$ cat src/hdl/srcdet_pkg.sv
package srcdet_pkg;
  localparam int CLK_HZ = 10_000_000;
  // times in ms
  localparam int DCD_ON_MS = 40;
  localparam int DCD_WAIT_MS = 500;
  localparam int PRI_MS = 40;
  localparam int RETRY_MS = 2000;
  localparam int INTERNAL_REGULATOR_DLY_MS = 220;
  localparam int BOOST_DLY_MS = 220;
  localparam int CYC_PER_MS = CLK_HZ / 1000;
  localparam int DCD_ON_CYC = DCD_ON_MS * CYC_PER_MS;
  localparam int DCD_WAIT_CYC = DCD_WAIT_MS * CYC_PER_MS;
  localparam int PRI_CYC = PRI_MS * CYC_PER_MS;
  localparam int RETRY_CYC = RETRY_MS * CYC_PER_MS;
  localparam int INTERNAL_REGULATOR_DLY_CYC = INTERNAL_REGULATOR_DLY_MS * CYC_PER_MS;
  localparam int BOOST_DLY_CYC = BOOST_DLY_MS * CYC_PER_MS;
  localparam int TMR_W = 25;
  // register map, byte addresses
  localparam logic [3:0] ADR_INCTL = 4'h0;
  localparam logic [3:0] ADR_CHGCFG = 4'h4;
  localparam logic [3:0] ADR_MISC = 4'h8;
  localparam logic [3:0] ADR_STAT = 4'hc;
  // input control, charge config and misc fields
  localparam int HIZ_BIT = 7;
  localparam int VLIM_LSB = 3;
  localparam int EXTERNAL_LIMIT_PIN_LSB = 0;
  localparam int CHGCFG_LSB = 4;
  localparam int MINSYS_LSB = 1;
  localparam int FORCE_BIT = 7;
  localparam int BSWOFF_BIT = 5;
  localparam int HOSTMODE_BIT = 0;
  // status fields
  localparam int VBUS_LSB = 6;
  localparam int DPM_BIT = 3;
  localparam int PG_BIT = 2;
  localparam int MINSYS_STAT_BIT = 0;
  // reset values
  localparam logic [7:0] INCTL_RST = 8'h30;
  localparam logic [7:0] CHGCFG_RST = 8'h1b;
  localparam logic [7:0] MISC_RST = 8'h00;
  // input limit and charge mode codes
  localparam logic [2:0] EXTERNAL_LIMIT_PIN_100 = 3'h0;
  localparam logic [2:0] EXTERNAL_LIMIT_PIN_500 = 3'h2;
  localparam logic [2:0] EXTERNAL_LIMIT_PIN_1500 = 3'h5;
  localparam logic [1:0] CHG_BOOST = 2'h2;
  localparam logic [1:0] CHG_OFF = 2'h0;
  // input type codes
  localparam logic [1:0] TYP_NONE = 2'h0;
  localparam logic [1:0] TYP_HOST = 2'h1;
  localparam logic [1:0] TYP_CHGPORT = 2'h2;
  localparam logic [1:0] TYP_BOOST = 2'h3;

  typedef struct packed {
    logic dp_isrc;
    logic dm_pulldown;
    logic dp_vsrc;
    logic dm_isink;
  } usb_drv_s;

  typedef struct packed {
    logic below_ovp;
    logic above_poor;
    logic above_uvlo;
    logic sleep_ok;
    logic bat_good;
    logic bat_low_ok;
    logic bat_depleted;
    logic sys_above_2v2;
    logic sys_below_bat;
    logic sys_at_min;
    logic iin_over;
    logic vin_under;
  } analog_s;
endpackage : srcdet_pkg

$ cat src/hdl/input_source_detect_power_path.sv
// Operation
// - qualify source: below 18V, above 3.8V loaded
// - qualified source sets power-good, raises interrupt
// - poor source retried every 2 seconds
// - detect on attach unless host-mode high-impedance
// - contact detect: D+ source, D- pulldown 40ms
// - wait up to 0.5s D+ low, release
// - primary detect 40ms: D- low host, high port
// - results set limit and input-type code
// - 100mA host, good battery: high-impedance state
// - host mode: high-impedance until host clears
// - default mode: removal clears high-impedance, redetect
// - force-detect bit self-clears after detection
// - limit set enables converter; switch per charging
// - rail below 2.2V forces 100mA, else minimum
// - boost after 220ms when all conditions hold
// - boost mode reports input type 11
// - minimum system voltage three-bit field, default 3.5V
// - status bit while held at minimum voltage
// - overload reduces charge current until limits met
// - dynamic power management bit while regulating
// - supplement mode on rail below battery
// - regulator needs uvlo, sleep and 220ms delay
//
// The Wishbone register port and the register addresses are this design's own decisions.
module input_source_detect_power_path #(
  parameter int MS_CYC = srcdet_pkg::CYC_PER_MS
) (
  // clock and reset
  input wire logic I_REF_CLK,
  input wire logic I_RST_N,
  // wishbone slave
  input wire logic I_CYC,
  input wire logic I_STB,
  input wire logic I_WE,
  input wire logic [3:0] I_ADR,
  input wire logic [3:0] I_SEL,
  input wire logic [31:0] I_DAT,
  output logic [31:0] O_DAT,
  output logic O_ACK,
  // analog comparators and pins
  input wire srcdet_pkg::analog_s I_ANA,
  input wire logic I_VBUS_PRESENT,
  input wire logic I_DPLUS,
  input wire logic I_DMINUS,
  input wire logic I_BOOST_REQUEST_PIN,
  input wire logic [2:0] I_EXTERNAL_LIMIT_PIN,
  // controls to analog
  output srcdet_pkg::usb_drv_s O_USB_DRV,
  output logic O_POOR_LOAD,
  output logic O_INTERNAL_REGULATOR,
  output logic O_CONVERTER_EN,
  output logic O_BATTERY_SWITCH,
  output logic O_BOOST_EN,
  output logic O_REDUCE_CHARGE,
  output logic [2:0] O_EXTERNAL_LIMIT_PIN_EFF,
  output logic [3:0] O_VLIM,
  output logic [2:0] O_MINSYS,
  output logic O_INT
);
  import srcdet_pkg::*;

  // cycle counts follow the clock rate handed in
  localparam int INTERNAL_REGULATOR_N = INTERNAL_REGULATOR_DLY_MS * MS_CYC;
  localparam int RETRY_N = RETRY_MS * MS_CYC;
  localparam int DCD_ON_N = DCD_ON_MS * MS_CYC;
  localparam int DCD_WAIT_N = DCD_WAIT_MS * MS_CYC;
  localparam int PRI_N = PRI_MS * MS_CYC;
  localparam int BOOST_N = BOOST_DLY_MS * MS_CYC;

  typedef enum logic [7:0] {
    S_IDLE = 8'h01, S_INTERNAL_REGULATOR = 8'h02, S_QUAL = 8'h04, S_RETRY = 8'h08,
    S_DCD = 8'h10, S_DCDW = 8'h20, S_PRI = 8'h40, S_RUN = 8'h80
  } st_e;

  st_e st_r;
  logic [TMR_W-1:0] tmr_r;
  logic [TMR_W-1:0] btmr_r;
  analog_s ana_m, ana_r;
  logic [4:0] pin_m, pin_r;
  logic [2:0] ext_m, ext_r;
  logic [7:0] inctl_r, chgcfg_r, misc_r;
  logic pg_r, dpm_r, minsys_r, boost_r, supp_r, int_r;
  logic [1:0] typ_r;
  logic vbus_d_r, sys_ok_r;
  logic [2:0] det_lim_r;
  logic det_done;
  logic attach, remove;
  logic wr, rd_stb;
  logic [7:0] stat;

  // two-flop synchronisers on every analog and pin input
  always_ff @(posedge I_REF_CLK or negedge I_RST_N) begin
    if (!I_RST_N) begin
      ana_m <= '0;
      ana_r <= '0;
      pin_m <= '0;
      pin_r <= '0;
      ext_m <= '0;
      ext_r <= '0;
    end else begin
      ext_m <= I_EXTERNAL_LIMIT_PIN;
      ext_r <= ext_m;
      ana_m <= I_ANA;
      ana_r <= ana_m;
      pin_m <= {I_VBUS_PRESENT, I_DPLUS, I_DMINUS, I_BOOST_REQUEST_PIN, 1'b0};
      pin_r <= pin_m;
    end
  end

  wire vbus = pin_r[4];
  wire dp = pin_r[3];
  wire dm = pin_r[2];
  wire boost_request_pin = pin_r[1];
  wire host_mode = misc_r[HOSTMODE_BIT];
  wire high_impedance_state = inctl_r[HIZ_BIT];

  always_ff @(posedge I_REF_CLK or negedge I_RST_N) begin
    if (!I_RST_N)
      vbus_d_r <= 1'b0;
    else
      vbus_d_r <= vbus;
  end
  assign attach = vbus && !vbus_d_r;
  assign remove = !vbus && vbus_d_r;

  // wishbone: one wait state, ack drops after one cycle
  assign wr = I_CYC && I_STB && I_WE && !O_ACK;
  assign rd_stb = I_CYC && I_STB && !O_ACK;
  always_ff @(posedge I_REF_CLK or negedge I_RST_N) begin
    if (!I_RST_N)
      O_ACK <= 1'b0;
    else
      O_ACK <= rd_stb;
  end

  assign stat = {typ_r, 2'b00, dpm_r, pg_r, 1'b0, minsys_r};

  always_ff @(posedge I_REF_CLK or negedge I_RST_N) begin
    if (!I_RST_N)
      O_DAT <= '0;
    else if (rd_stb) begin
      unique case (I_ADR)
        ADR_INCTL: O_DAT <= {24'h0, inctl_r};
        ADR_CHGCFG: O_DAT <= {24'h0, chgcfg_r};
        ADR_MISC: O_DAT <= {24'h0, misc_r};
        ADR_STAT: O_DAT <= {24'h0, stat};
        default: O_DAT <= '0;
      endcase
    end
  end

  // input control: high-impedance, voltage and current limits
  always_ff @(posedge I_REF_CLK or negedge I_RST_N) begin
    if (!I_RST_N)
      inctl_r <= INCTL_RST;
    else begin
      if (wr && I_SEL[0] && I_ADR == ADR_INCTL)
        inctl_r <= I_DAT[7:0];
      if (det_done) begin
        inctl_r[2:0] <= det_lim_r;
        if (det_lim_r == EXTERNAL_LIMIT_PIN_100 && typ_r == TYP_HOST && ana_r.bat_good)
          inctl_r[HIZ_BIT] <= 1'b1;
      end
      // hardware set of high-impedance wins over software write
      if (remove && !host_mode)
        inctl_r[HIZ_BIT] <= 1'b0;
    end
  end

  always_ff @(posedge I_REF_CLK or negedge I_RST_N) begin
    if (!I_RST_N)
      chgcfg_r <= CHGCFG_RST;
    else if (wr && I_SEL[0] && I_ADR == ADR_CHGCFG)
      chgcfg_r <= I_DAT[7:0];
  end

  // force-detect: self clear after completion; a software write in the same cycle wins
  always_ff @(posedge I_REF_CLK or negedge I_RST_N) begin
    if (!I_RST_N)
      misc_r <= MISC_RST;
    else if (wr && I_SEL[0] && I_ADR == ADR_MISC)
      misc_r <= I_DAT[7:0];
    else if (det_done)
      misc_r[FORCE_BIT] <= 1'b0;
  end

  assign O_VLIM = inctl_r[6:3];
  assign O_MINSYS = chgcfg_r[3:1];

  // attach sequence
  wire force_det = misc_r[FORCE_BIT] && st_r == S_RUN;
  always_ff @(posedge I_REF_CLK or negedge I_RST_N) begin
    if (!I_RST_N) begin
      st_r <= S_IDLE;
      tmr_r <= '0;
    end else if (!vbus || attach) begin
      st_r <= S_IDLE;
      tmr_r <= '0;
    end else begin
      tmr_r <= tmr_r + 1'b1;
      unique case (st_r)
        S_IDLE: begin
          st_r <= S_INTERNAL_REGULATOR;
          tmr_r <= '0;
        end
        S_INTERNAL_REGULATOR: begin
          if (!(ana_r.above_uvlo && ana_r.sleep_ok) || (high_impedance_state && host_mode))
            tmr_r <= '0;
          else if (tmr_r >= TMR_W'(INTERNAL_REGULATOR_N - 1)) begin
            st_r <= S_QUAL;
            tmr_r <= '0;
          end
        end
        S_QUAL: if (tmr_r >= TMR_W'(MS_CYC - 1)) begin
          tmr_r <= '0;
          if (ana_r.below_ovp && ana_r.above_poor)
            st_r <= S_DCD;
          else
            st_r <= S_RETRY;
        end
        S_RETRY: if (tmr_r >= TMR_W'(RETRY_N - 1)) begin
          st_r <= S_QUAL;
          tmr_r <= '0;
        end
        S_DCD: if (tmr_r >= TMR_W'(DCD_ON_N - 1)) begin
          st_r <= S_DCDW;
          tmr_r <= '0;
        end
        S_DCDW: if (!dp || tmr_r >= TMR_W'(DCD_WAIT_N - 1)) begin
          st_r <= dp ? S_RUN : S_PRI;
          tmr_r <= '0;
        end
        S_PRI: if (tmr_r >= TMR_W'(PRI_N - 1)) begin
          st_r <= S_RUN;
          tmr_r <= '0;
        end
        S_RUN: if (force_det) begin
          st_r <= S_DCD;
          tmr_r <= '0;
        end
      endcase
    end
  end

  assign det_done = vbus && !attach && ((st_r == S_DCDW && dp &&
    tmr_r >= TMR_W'(DCD_WAIT_N - 1)) ||
    (st_r == S_PRI && tmr_r >= TMR_W'(PRI_N - 1)));

  // detection result capture
  always_ff @(posedge I_REF_CLK or negedge I_RST_N) begin
    if (!I_RST_N) begin
      det_lim_r <= EXTERNAL_LIMIT_PIN_100;
      typ_r <= TYP_NONE;
    end else if (boost_r)
      typ_r <= TYP_BOOST;
    else if (st_r == S_DCDW && dp && tmr_r >= TMR_W'(DCD_WAIT_N - 2)) begin
      det_lim_r <= EXTERNAL_LIMIT_PIN_100;
      typ_r <= TYP_NONE;
    end else if (st_r == S_PRI) begin
      if (dm) begin
        det_lim_r <= EXTERNAL_LIMIT_PIN_1500;
        typ_r <= TYP_CHGPORT;
      end else begin
        det_lim_r <= boost_request_pin ? EXTERNAL_LIMIT_PIN_500 : EXTERNAL_LIMIT_PIN_100;
        typ_r <= TYP_HOST;
      end
    end else if (typ_r == TYP_BOOST)
      typ_r <= TYP_NONE;
  end

  // power-good and interrupt pulse
  always_ff @(posedge I_REF_CLK or negedge I_RST_N) begin
    if (!I_RST_N) begin
      pg_r <= 1'b0;
      int_r <= 1'b0;
    end else begin
      int_r <= 1'b0;
      if (!vbus)
        pg_r <= 1'b0;
      else if (st_r == S_QUAL && tmr_r >= TMR_W'(MS_CYC - 1) &&
               ana_r.below_ovp && ana_r.above_poor && !pg_r) begin
        pg_r <= 1'b1;
        int_r <= 1'b1;
      end
    end
  end
  assign O_INT = int_r;

  assign O_USB_DRV.dp_isrc = st_r == S_DCD || st_r == S_DCDW;
  assign O_USB_DRV.dm_pulldown = st_r == S_DCD || st_r == S_DCDW;
  assign O_USB_DRV.dp_vsrc = st_r == S_PRI;
  assign O_USB_DRV.dm_isink = st_r == S_PRI;
  assign O_POOR_LOAD = st_r == S_QUAL;
  assign O_INTERNAL_REGULATOR = !(st_r == S_IDLE || st_r == S_INTERNAL_REGULATOR) &&
    !high_impedance_state;

  // converter and battery switch
  always_ff @(posedge I_REF_CLK or negedge I_RST_N) begin
    if (!I_RST_N) begin
      sys_ok_r <= 1'b0;
      O_CONVERTER_EN <= 1'b0;
    end else begin
      sys_ok_r <= ana_r.sys_above_2v2;
      O_CONVERTER_EN <= st_r == S_RUN && !high_impedance_state;
    end
  end

  // limit is the lower of register and pin; soft-start clamp
  always_ff @(posedge I_REF_CLK or negedge I_RST_N) begin
    if (!I_RST_N)
      O_EXTERNAL_LIMIT_PIN_EFF <= EXTERNAL_LIMIT_PIN_100;
    else if (!sys_ok_r)
      O_EXTERNAL_LIMIT_PIN_EFF <= EXTERNAL_LIMIT_PIN_100;
    else if (inctl_r[2:0] < ext_r)
      O_EXTERNAL_LIMIT_PIN_EFF <= inctl_r[2:0];
    else
      O_EXTERNAL_LIMIT_PIN_EFF <= ext_r;
  end

  // supplement mode
  always_ff @(posedge I_REF_CLK or negedge I_RST_N) begin
    if (!I_RST_N)
      supp_r <= 1'b0;
    else if (ana_r.bat_depleted)
      supp_r <= 1'b0;
    else if (ana_r.sys_below_bat)
      supp_r <= 1'b1;
  end

  wire chg_on = chgcfg_r[5:4] != CHG_OFF && !misc_r[BSWOFF_BIT];
  always_ff @(posedge I_REF_CLK or negedge I_RST_N) begin
    if (!I_RST_N)
      O_BATTERY_SWITCH <= 1'b0;
    else
      O_BATTERY_SWITCH <= supp_r || boost_r ||
        (O_CONVERTER_EN && chg_on);
  end

  // dynamic power management and status bits
  always_ff @(posedge I_REF_CLK or negedge I_RST_N) begin
    if (!I_RST_N) begin
      dpm_r <= 1'b0;
      minsys_r <= 1'b0;
      O_REDUCE_CHARGE <= 1'b0;
    end else begin
      dpm_r <= ana_r.iin_over || ana_r.vin_under;
      O_REDUCE_CHARGE <= ana_r.iin_over || ana_r.vin_under;
      minsys_r <= ana_r.sys_at_min;
    end
  end

  // boost enable after its conditions hold continuously
  wire boost_ok = ana_r.bat_low_ok && ana_r.sleep_ok && boost_request_pin &&
    chgcfg_r[5:4] == CHG_BOOST;
  always_ff @(posedge I_REF_CLK or negedge I_RST_N) begin
    if (!I_RST_N) begin
      btmr_r <= '0;
      boost_r <= 1'b0;
    end else if (!boost_ok) begin
      btmr_r <= '0;
      boost_r <= 1'b0;
    end else if (btmr_r >= TMR_W'(BOOST_N - 1))
      boost_r <= 1'b1;
    else
      btmr_r <= btmr_r + 1'b1;
  end
  assign O_BOOST_EN = boost_r;

  // checks
  property p_pg_int;
    @(posedge I_REF_CLK) disable iff (!I_RST_N)
    $rose(pg_r) |-> int_r;
  endproperty
  a_pg_int: assert property (p_pg_int) else $error("pg without int");

  property p_force_clr;
    @(posedge I_REF_CLK) disable iff (!I_RST_N)
    det_done && !(wr && I_ADR == ADR_MISC) |=> !misc_r[FORCE_BIT];
  endproperty
  a_force_clr: assert property (p_force_clr) else $error("force stuck");

  property p_softstart;
    @(posedge I_REF_CLK) disable iff (!I_RST_N)
    !sys_ok_r |=> O_EXTERNAL_LIMIT_PIN_EFF == EXTERNAL_LIMIT_PIN_100;
  endproperty
  a_softstart: assert property (p_softstart) else $error("clamp lost");

  property p_boost_cond;
    @(posedge I_REF_CLK) disable iff (!I_RST_N)
    boost_r |-> $past(boost_ok);
  endproperty
  a_boost_cond: assert property (p_boost_cond) else $error("bad boost");

  property p_boost_typ;
    @(posedge I_REF_CLK) disable iff (!I_RST_N)
    boost_r |=> typ_r == TYP_BOOST;
  endproperty
  a_boost_typ: assert property (p_boost_typ) else $error("boost type");

  property p_dpm;
    @(posedge I_REF_CLK) disable iff (!I_RST_N)
    ana_r.iin_over |=> dpm_r && O_REDUCE_CHARGE;
  endproperty
  a_dpm: assert property (p_dpm) else $error("dpm missing");

  property p_pri_drive;
    @(posedge I_REF_CLK) disable iff (!I_RST_N)
    st_r == S_PRI |-> O_USB_DRV.dp_vsrc && !O_USB_DRV.dp_isrc;
  endproperty
  a_pri_drive: assert property (p_pri_drive) else $error("pri drive");

  property p_deplete;
    @(posedge I_REF_CLK) disable iff (!I_RST_N)
    ana_r.bat_depleted |=> !supp_r;
  endproperty
  a_deplete: assert property (p_deplete) else $error("supp stuck");
endmodule : input_source_detect_power_path

$ cat config.mk
export PLATFORM = sky130hd
export DESIGN_NAME = input_source_detect_power_path
export DESIGN_NICKNAME = d
export VERILOG_FILES = /design/src/hdl/srcdet_pkg.sv /design/src/hdl/input_source_detect_power_path.sv
export SDC_FILE = /design/constraint.sdc
export NUM_CORES = 1
export LEC_CHECK = 0
export BUFFER_PORTS_ARGS = -buffer_cell sky130_fd_sc_hd__clkbuf_2
export CAP_MARGIN = 20
export CORE_MARGIN = 2
export CORE_UTILIZATION = 50
export CTS_CLUSTER_SIZE = 14
export DETAILED_ROUTE_END_ITERATION = 8
export MAX_ROUTING_LAYER = met4
export PLACE_DENSITY_LB_ADDON = 0.1
export SYNTH_ARGS = -nofsm -noshare
export SYNTH_HDL_FRONTEND = slang
export SYNTH_SLANG_ARGS = --single-unit
$ cat constraint.sdc
create_clock -name I_REF_CLK -period 3.8 [get_ports I_REF_CLK]
set_clock_uncertainty 0.1 [all_clocks]
set_input_delay 0.19 -clock I_REF_CLK [delete_from_list [all_inputs] [get_ports I_REF_CLK]]
set_output_delay 0.19 -clock I_REF_CLK [all_outputs]
set_load 0.005 [all_outputs]
==> metrics, run 1 <==
status finished clean; # DRC 0; Hold/Removal Path Class input pin to register; Synth top area share 0.5008; die width 121.9 um; Seq cells post-synth 146; most frequent cells in the layout dfrtp_1, nor2_1, clkbuf_2; CP Max Fanout 25; initial core utilization 0.5062; largest net degree at the start of global routing 102; Top FF cell, synth dfrtp_1; global-route wire length before repair 24,630 um; DR vias/cell 5.335; Post-synth EDFFs 0; Area growth syn-to-layout 18.21%; hpwl dp 10,040 um; ys async rst share 1.000; Synth area leaders dfrtp_1, nor2_1, buf_4; initial antenna violation count 0; adder-cell area share of the yosys netlist 0.009007; Final Hold Viols 0; Synth warnings 0; Slew Viols, Final 0; max incr delay on CP 0.72 ns; Worst EP arrival 3.45 ns; XOR/XNOR share of the synthesized area 0.05801; Post-CTS Resized 0; FMAX 307.3 MHz; vias 4,924; fin area 8210 um^2; Pleak 3.678 nW; most common cell after layout, fill and taps aside dfrtp_1; proportion of synthesized area in mux cells 0.06143; Clock Latency Late Sink 0.42 ns; vias in the first global route 4,854; TNS Setup 0 ns; Post-CTS Setup Bufs 0; post-synthesis average cell area 10.85 um^2; gpl congestion 0.8775; pwr dens 432.7 nW/um^2; Placeable Area 13,720 um^2; GRT Total Usage 0.2212; Inst Count DP 863; Yosys top cell by area dfrtp_1; Rel. slew slack 0.3256; Crit Path Class register to register; final net count 799; CTS max path bufs 2; Peak VDD IR 0.3064 mV; gr ovfl total 0; H-Tree Depth 4; Slowest-stage cell, CP or4_1; Mapped Area 6945 um^2; Max Cap Viol 0; final WL 14,890 um; cts bufs inserted 17; DRT antenna net count 0; Tot Pwr 3.553 mW; endpoint type of the worst setup path register; Synth Area in Compound Gates 0.08755; crit path launch type register; Period minus WS final 3.254 ns; placed instance area 7308 um^2; initial DRC count 297; I/O Pins 118; drt wl/cell 16.13 um; Non-Filler Instances 923; CP Cell Sequence ha_1 > nand3_2 > a21o_1 > a2111oi_4 > nor4b_1 > or4_1 > o211ai_4 > buf_4 > nor2_1; worst slew pin tran 1.009 ns; Cells after Synth 640; CP required 3.99 ns; drt first pass iters 5; row count 43; post-synthesis sequential area ratio 0.5273; Clock transition at path regs 0.06 ns; main combinational cell family by area after synthesis simple AND/OR/NAND/NOR gates; antenna fix cells 0; Simple-Gate Fraction of Synth Area 0.1946; crit share post-route 0.8563; die area 14,850 um^2; share of cells above drive strength 1 0.2153; CP bufs+invs 1; Setup Viol. Count Final 0; final design utilization 0.5985; RSZ-0062 raised after global routing false; die height 121.9 um; root buf cell clkbuf_16; delay-heaviest family, CP simple AND/OR/NAND/NOR gates; IO buf count 66; synth unique cells 69; TritonCTS Sinks 146; CTS tree yes
[metal layers]
| metal | vias up | track usage | wire (um) |
|---|---|---|---|
| met5 | - | - | 0 |
| met4 | 0 | 0.06466 | 102 |
| met3 | 8 | 0.05852 | 646 |
| met2 | 114 | 0.3355 | 7200 |
| met1 | 2418 | 0.2946 | 6942 |
| li1 | 2384 | - | - |
[state kept, by name (all words and copies together) (netlist names), 2 cells and up]
name and count:
btmr_r 25, tmr_r 25, ana_m 12, ana_r 12, O_DAT 8, chgcfg_r 8
inctl_r 8, misc_r 8, st_r 8, pin_m 4, pin_r 4, O_EXTERNAL_LIMIT_PIN_EFF 3
ext_m 3, ext_r 3, det_lim_r 2, typ_r 2
[where the power goes]
group / internal [mW] / switching [mW]
Clock: 1.09 / 0.644
Combinational: 0.0845 / 0.0910
Sequential: 1.61 / 0.0324
[kinds of logic after synthesis]
family	after synthesis
AOI/OAI and AO/OA	82
xor gates and xnor gates	46
adders and majority gates	5
buffers and inverters	73
DFF	146
muxes	34
other	1
and+or+nand+nor	253
[path summary, 6_finish.rpt]
kind | depth (start not counted) | startpoint | slack [ns] | endpoint
worst max-delay path | 9 | tmr_r[0] | 0.55 | tmr_r[5]
worst min-delay path | 3 | I_ADR[1] | 0.07 | O_DAT[3]
worst max register to register | 9 | tmr_r[0] | 0.55 | tmr_r[5]
worst min register to register | 0 | ana_m[10] | 0.25 | ana_r[10]
max in group asynchronous | 3 | I_RST_N | 2.32 | chgcfg_r[3]
min in group asynchronous | 2 | I_RST_N | 0.33 | pin_r[3]
[through the flow]
step | hold slack, ns | setup WS (ns)
2_1_floorplan | -0.2056 | 1.017
3_3_place_gp | 0.1983 | 0.6071
3_5_place_dp | 0.1996 | 0.5558
4_1_cts | 0.05047 | 0.5327
5_1_grt | 0.05645 | 0.3190
6_report | 0.07001 | 0.5462
[what timing repair did]
item                                    in CTS  in global routing
endpoints found under the setup margin       0                  0
hold endpoints to repair                   135                  0
hold buffers                                28                  0
[synthesized netlist by cell type, types with 9 or more instances]
cell	n
dfrtp_1	139
nand2_1	38
buf_4	33
a21oi_1	17
nor3_1	11
xnor2_1	21
nand3_1	24
nand4_1	14
nor2_1	84
mux2i_1	10
inv_1	16
o21ai_0	15
nor2b_1	10
clkbuf_1	12
and3_1	9
mux2_2	19
xor2_1	25
[tightest hold or removal path: stages]
cell and delay, ns:
clkbuf_2 0.09, nor3_2 0.08, a22o_1 0.18
[layout make-up]
class                   count  area (um^2)
fillers                  1135         5509
flip-flops and latches    146         3662
multi-input cells         444         2942
repair buffers            105        699.4
clock buffers              22        474.2
well taps                 180        225.2
clock inverters            10        147.6
inverters                  16        60.06
No activity file was read; power rests on OpenSTA's default activity.
==> inputs of run 2 (changes only) <==
--- a/config.mk
+++ b/config.mk
@@ -9,6 +9,7 @@
 export CAP_MARGIN = 20
 export CORE_MARGIN = 2
 export CORE_UTILIZATION = 50
+export CTS_BUF_LIST = sky130_fd_sc_hd__clkbuf_16
 export CTS_CLUSTER_SIZE = 14
 export DETAILED_ROUTE_END_ITERATION = 8
 export MAX_ROUTING_LAYER = met4
==> run 2 against run 1 <==
Compared with the run above: total power fell by 1.9%; hold slack improved by 0.0018 ns; final area shrank 0.37%; critical path type unchanged; critical endpoint unchanged.
==> metrics, run 2 (same netlist as run 1, synthesis figures left out) <==
vias in the first global route 4,861 (+0.14%); Non-Filler Instances 923 (unchanged); DRT antenna net count 0 (unchanged); CP Max Fanout 25 (unchanged); die height 121.9 um (unchanged); Slew Viols, Final 0 (unchanged); pwr dens 426.2 nW/um^2 (-1.5%); hpwl dp 10,040 um (unchanged); Sequential Power Share 0.471 (+0.009); Clock Latency Late Sink 0.42 ns (about the same); CP required 3.99 ns (about the same); TNS Setup 0 ns (unchanged); Rel. slew slack 0.3227 (-0.002917); R2R Setup Slk 0.54 ns (about the same); RSZ-0062 raised after global routing false; Max Cap Viol 0 (unchanged); reg2reg path depth 9 (unchanged); IO buf count 66 (unchanged); status finished clean; reg-to-reg endpoint tmr_r[5]; Clock transition at path regs 0.06 ns (about the same); largest net degree at the start of global routing 102 (unchanged); final net count 799 (unchanged); gr ovfl total 0 (unchanged); drt first pass iters 5 (unchanged); CTS max path bufs 2 (unchanged); crit share post-route 0.8583 (+0.002030); Area growth syn-to-layout 17.78%; TritonCTS Sinks 146 (unchanged); endpoint type of the worst setup path register; # DRC 0 (unchanged); P_sw 766.6 uW (about the same); cts bufs inserted 17 (unchanged); Top Registers btmr_r: 25 flops, tmr_r: 25 flops; Top Metal Used met4; die area 14,850 um^2 (unchanged); drt wl/cell 16.23 um (+0.58%); gpl congestion 0.8775 (unchanged); worst slew pin tran 1.013 ns (+0.004363 ns); initial core utilization 0.5062 (unchanged); routed wl met2 7267 um (+0.93%); Clk pwr share 0.479 (-0.010); Hold Path Depth 3 (unchanged); final WL 14,980 um (+0.58%); share of cells above drive strength 1 0.2113 (-0.004038); Post-CTS Setup Bufs 0 (unchanged); Period minus WS final 3.262 ns (+0.007714 ns); crit path launch type register; die width 121.9 um (unchanged); internal power 2.720 mW (-2.4%); global-route wire length before repair 24,680 um (+0.22%); Inst Count DP 863 (unchanged); most common cell after layout, fill and taps aside dfrtp_1; fin area 8180 um^2 (-0.37%); CTS tree yes; Reg-to-Reg Start tmr_r[0]; Final Hold Viols 0 (unchanged); row count 43 (unchanged); Pleak 3.669 nW (-0.23%); Worst Hold End O_DAT[3]; final design utilization 0.5963 (-0.002189); placed instance area 7308 um^2 (unchanged); Comb power frac 0.050 (about the same); Hold/Removal Path Class input pin to register; I/O Pins 118 (unchanged); most frequent cells in the layout dfrtp_1, nor2_1, clkbuf_2; DR vias/cell 5.349 (+0.26%); Crit Path Class register to register; Worst EP arrival 3.46 ns (about the same); wl on met1 6968 um (+0.37%); Placeable Area 13,720 um^2 (unchanged); Met3 Wirelength 640 um (-0.93%); initial DRC count 296 (-0.34%); antenna fix cells 0 (unchanged); initial antenna violation count 0 (unchanged); root buf cell clkbuf_16; FMAX 306.6 MHz (-0.24%); hold path start I_ADR[1]; vias 4,937 (+0.26%); sw frac 0.2199 (+0.003963); Setup Viol. Count Final 0 (unchanged); H-Tree Depth 4 (unchanged); GRT Total Usage 0.2215 (+0.0002884); Peak VDD IR 0.3052 mV (-0.37%)
==> run 2: power by group through the flow <==
stage	clock, mW	sequential [mW]	combinational (mW)
floorplan	0	1.66	0.0994
global placement	0	1.66	0.150
detailed placement	0	1.67	0.155
CTS	1.71	1.64	0.178
global route	1.79	1.65	0.199
finish	1.67	1.64	0.175
==> run 2: area by class of cell <==
class	instances	area (um^2)
Timing Repair Buffer	105	699.4
Clock inverter	15	166.4
Clock buffer	17	425.4
Fill cell	1149	5539
Sequential cell	146	3662
Multi-Input combinational cell	444	2942
Tap cell	180	225.2
Inverter	16	60.06
==> run 2: stage by stage <==
step | power [mW] | hold slack, ns | setup WS, ns
after floorplan | 1.755 | -0.2056 | 1.017
after global placement | 1.815 | 0.1983 | 0.6071
after detailed placement | 1.822 | 0.1996 | 0.5558
after CTS | 3.534 | 0.05047 | 0.5327
after global routing | 3.634 | 0.05645 | 0.3187
final | 3.486 | 0.07178 | 0.5385
==> run 2: worst max path at each step <==
stage	from	end	slack [ns]
2_1_floorplan	tmr_r[1]	tmr_r[13]	1.02
3_3_place_gp	tmr_r[0]	tmr_r[10]	0.61
3_5_place_dp	tmr_r[1]	tmr_r[19]	0.56
4_1_cts	tmr_r[1]	tmr_r[19]	0.53
5_1_grt	tmr_r[0]	tmr_r[23]	0.32
6_report	tmr_r[0]	tmr_r[5]	0.54
==> run 2: repair_timing <==
item / in CTS / in global routing
hold endpoints to repair: 135 / 0
gates resized for setup: 0 / 0
hold buffers: 28 / 0
==> run 2: per-layer routing <==
layer	global-route usage	vias to the layer above
li1	-	2379
met1	0.2951	2445
met2	0.3359	105
met3	0.05852	8
met4	0.06466	0
met5	-	-
==> run 2: critical path, stage by stage, from the launching register on <==
cell and delay [ns]:
dfrtp_1 0.42, ha_1 0.26, nand3_2 0.21, a21o_1 0.30, a2111oi_4 0.38, nor4b_1 0.14, or4_1 0.72, o211ai_4 0.22
buf_4 0.30, nor2_1 0.09
==> inputs of run 3 (changes only) <==
--- a/config.mk
+++ b/config.mk
@@ -5,6 +5,7 @@
 export SDC_FILE = /design/constraint.sdc
 export NUM_CORES = 1
 export LEC_CHECK = 0
+export ABC_AREA = 1
 export BUFFER_PORTS_ARGS = -buffer_cell sky130_fd_sc_hd__clkbuf_2
 export CAP_MARGIN = 20
 export CORE_MARGIN = 2
==> run 3 against run 2 <==
Compared with the run above: utilization is 0.56 points lower; sequential cell count stayed put; final cell count rose by 39%; first-iteration DRC count grew 12%; critical endpoint is now tmr_r[20]; final area grew 9.8%; sequential share of layout area decreased by 4.0 points; die area increased by 12%; count of clock-buffer cells in the layout is the same; synthesized cell count grew 55%; area after synthesis grew 12%; via count rose by 34%.
==> metrics, run 3 <==
die height 128.8 um (+5.7%); cts bufs inserted 17 (unchanged); post-synthesis sequential area ratio 0.4707 (-0.05664); TNS Setup 0 ns (unchanged); worst slew pin tran 0.7746 ns (-0.2385 ns); Post-synth EDFFs 0 (unchanged); DRT antenna net count 0 (unchanged); pwr dens 393.7 nW/um^2 (-7.6%); Crit Path Class register to register; synth cell count leaders nand2_1, dfrtp_1, nor2_1; share of cells above drive strength 1 0.1208 (-0.09054); final hold slack 0.04486 ns (-0.02692 ns); crit path launch type register; post-synthesis average cell area 7.820 um^2 (-28%); initial antenna violation count 0 (unchanged); gpl congestion 0.9312 (+6.1%); die width 128.8 um (+5.7%); IO buf count 66 (unchanged); Cells after Synth 995 (+55%); root buf cell clkbuf_16; Tot Pwr 3.535 mW (+1.4%); Synth top area share 0.4470 (-0.05379); ys async rst share 1.000 (unchanged); vias 6,621 (+34%); Period minus WS final 2.695 ns (-0.5667 ns); Inst Count DP 1,221 (+41%); crit share post-route 0.7092 (-0.1491); CTS tree yes; FMAX 371.1 MHz (+21%); Yosys top cell by area dfrtp_1; crit path launch tmr_r[0]; synth unique cells 42 (-39%); Slew Viols, Final 0 (unchanged); Placeable Area 15,200 um^2 (+11%); GRT Total Usage 0.2365 (+0.01507); vias in the first global route 6,013 (+24%); most common cell after layout, fill and taps aside nand2_1; Mapped Area 7781 um^2 (+12%); CP Max Fanout 25 (unchanged); RSZ-0062 raised after global routing false; row count 45 (+4.7%); drt first pass iters 5 (unchanged); final WL 18,410 um (+23%); Pleak 4.334 nW (+18%); endpoint type of the worst setup path register; status finished clean; I/O Pins 118 (unchanged); Area growth syn-to-layout 15.40%; Reg-to-Reg Start tmr_r[0]; Final Hold Viols 0 (unchanged); Hold/Removal Path Class input pin to register; global-route wire length before repair 29,910 um (+21%); drt wl/cell 14.37 um (-11%); largest net degree at the start of global routing 87 (-15%); Worst EP arrival 2.87 ns (-0.59 ns); Setup Viol. Count Final 0 (unchanged); Synth area leaders dfrtp_1, nand2_1, nor2_1; most frequent cell after synthesis nand2_1; die area 16,580 um^2 (+12%); # DRC 0 (unchanged); CP required 3.97 ns (-0.02 ns); final net count 1,149 (+44%); antenna fix cells 0 (unchanged); Clock transition at path regs 0.06 ns (about the same); hpwl dp 13,190 um (+31%); gr ovfl total 0 (unchanged); DR vias/cell 5.169 (-3.4%); Clock Latency Late Sink 0.43 ns (about the same); hold path start I_STB; Top FF cell, synth dfrtp_1; Seq cells post-synth 146 (unchanged); Post-CTS Resized 0 (unchanged); CTS max path bufs 2 (unchanged); Max Cap Viol 0 (unchanged); Non-Filler Instances 1,281 (+39%); initial core utilization 0.5119 (+0.005605); Synth warnings 0 (unchanged); Top Registers btmr_r: 25 flops, tmr_r: 25 flops; most frequent cells in the layout nand2_1, dfrtp_1, nor2_1; H-Tree Depth 4 (unchanged); Peak VDD IR 0.3159 mV (+3.5%); TritonCTS Sinks 146 (unchanged); initial DRC count 331 (+12%); Rel. slew slack 0.4836 (+0.1609)
==> run 3: cell count changes in the layout (fill, tap and decap cells not counted), sizes merged, moves of 13 or more <==
cell / delta
xnor2: -15
o31ai: +13
inv: +84
nand4: +22
mux2: -19
o21ai: +29
nand3: +58
nor3: +13
nand2: +214
nor2: +63
==> run 3: stage by stage <==
stage                     cell area (um^2)    util  setup WS [ns]
final                                 8980  0.5907          1.105
after global routing                  8980  0.5907         0.8617
after CTS                             8980  0.5907          1.086
after detailed placement              8093  0.5323          1.108
after global placement                8093  0.5323          1.167
after floorplan                       7868       -          1.775
==> run 3: where the power goes <==
group	internal (mW)	switching [mW]
combinational	0.0666	0.0984
clock	1.04	0.693
sequential	1.61	0.0296
total	2.71	0.821
==> run 3: worst paths after layout <==
check | to | slack (ns) | depth (start not counted)
setup / recovery | tmr_r[20] | 1.11 | 12
hold / removal | O_ACK | 0.04 | 4
setup reg to reg | tmr_r[20] | 1.11 | 12
hold reg to reg | ana_r[3] | 0.25 | 0
max in group asynchronous | inctl_r[5] | 2.36 | 3
min in group asynchronous | ana_r[11] | 0.28 | 2
==> run 3: cell type report <==
class,count,area [um^2]
fill,1446,6222
sequential,146,3662
multi-input combinational,712,3431
timing repair buffer,99,654.4
clock buffer,17,425.4
inverter,104,390.4
tap,188,235.2
clock inverter,15,181.4
==> run 3: logic make-up after synthesis <==
group | count (synthesis) | share of synthesized area
adder cells (fa/ha/maj) | 5 | 0.008040
flip-flops | 146 | 0.4707
other | 1 | 0.0004819
AND/OR/NAND/NOR | 562 | 0.3148
XOR/XNOR | 37 | 0.04165
buffers and inverters | 160 | 0.09953
AO/OA/AOI/OAI | 84 | 0.06480
==> run 3: per-layer routing <==
layer  wire (um)  global-route usage
met1        8799              0.3240
met2        8630              0.3694
met3         854             0.04407
met4         123             0.05307
met5           0                   -
==> run 3: repair_timing <==
item                                   4_1_cts  5_1_grt
buffers inserted                             0        0
hold buffers                                28        0
endpoints found under the hold margin      120        0
==> run 3: worst max-delay path, cell delays in order, from the launching register on <==
cell and delay (ns):
dfrtp_1 0.46, ha_1 0.24, inv_1 0.06, nor2_2 0.17
nand2_2 0.11, nor2_4 0.13, nand3_2 0.17, nor2_1 0.14
nor2_1 0.05, nand2_1 0.10, o211ai_2 0.11, o21bai_4 0.58
nor2_1 0.10
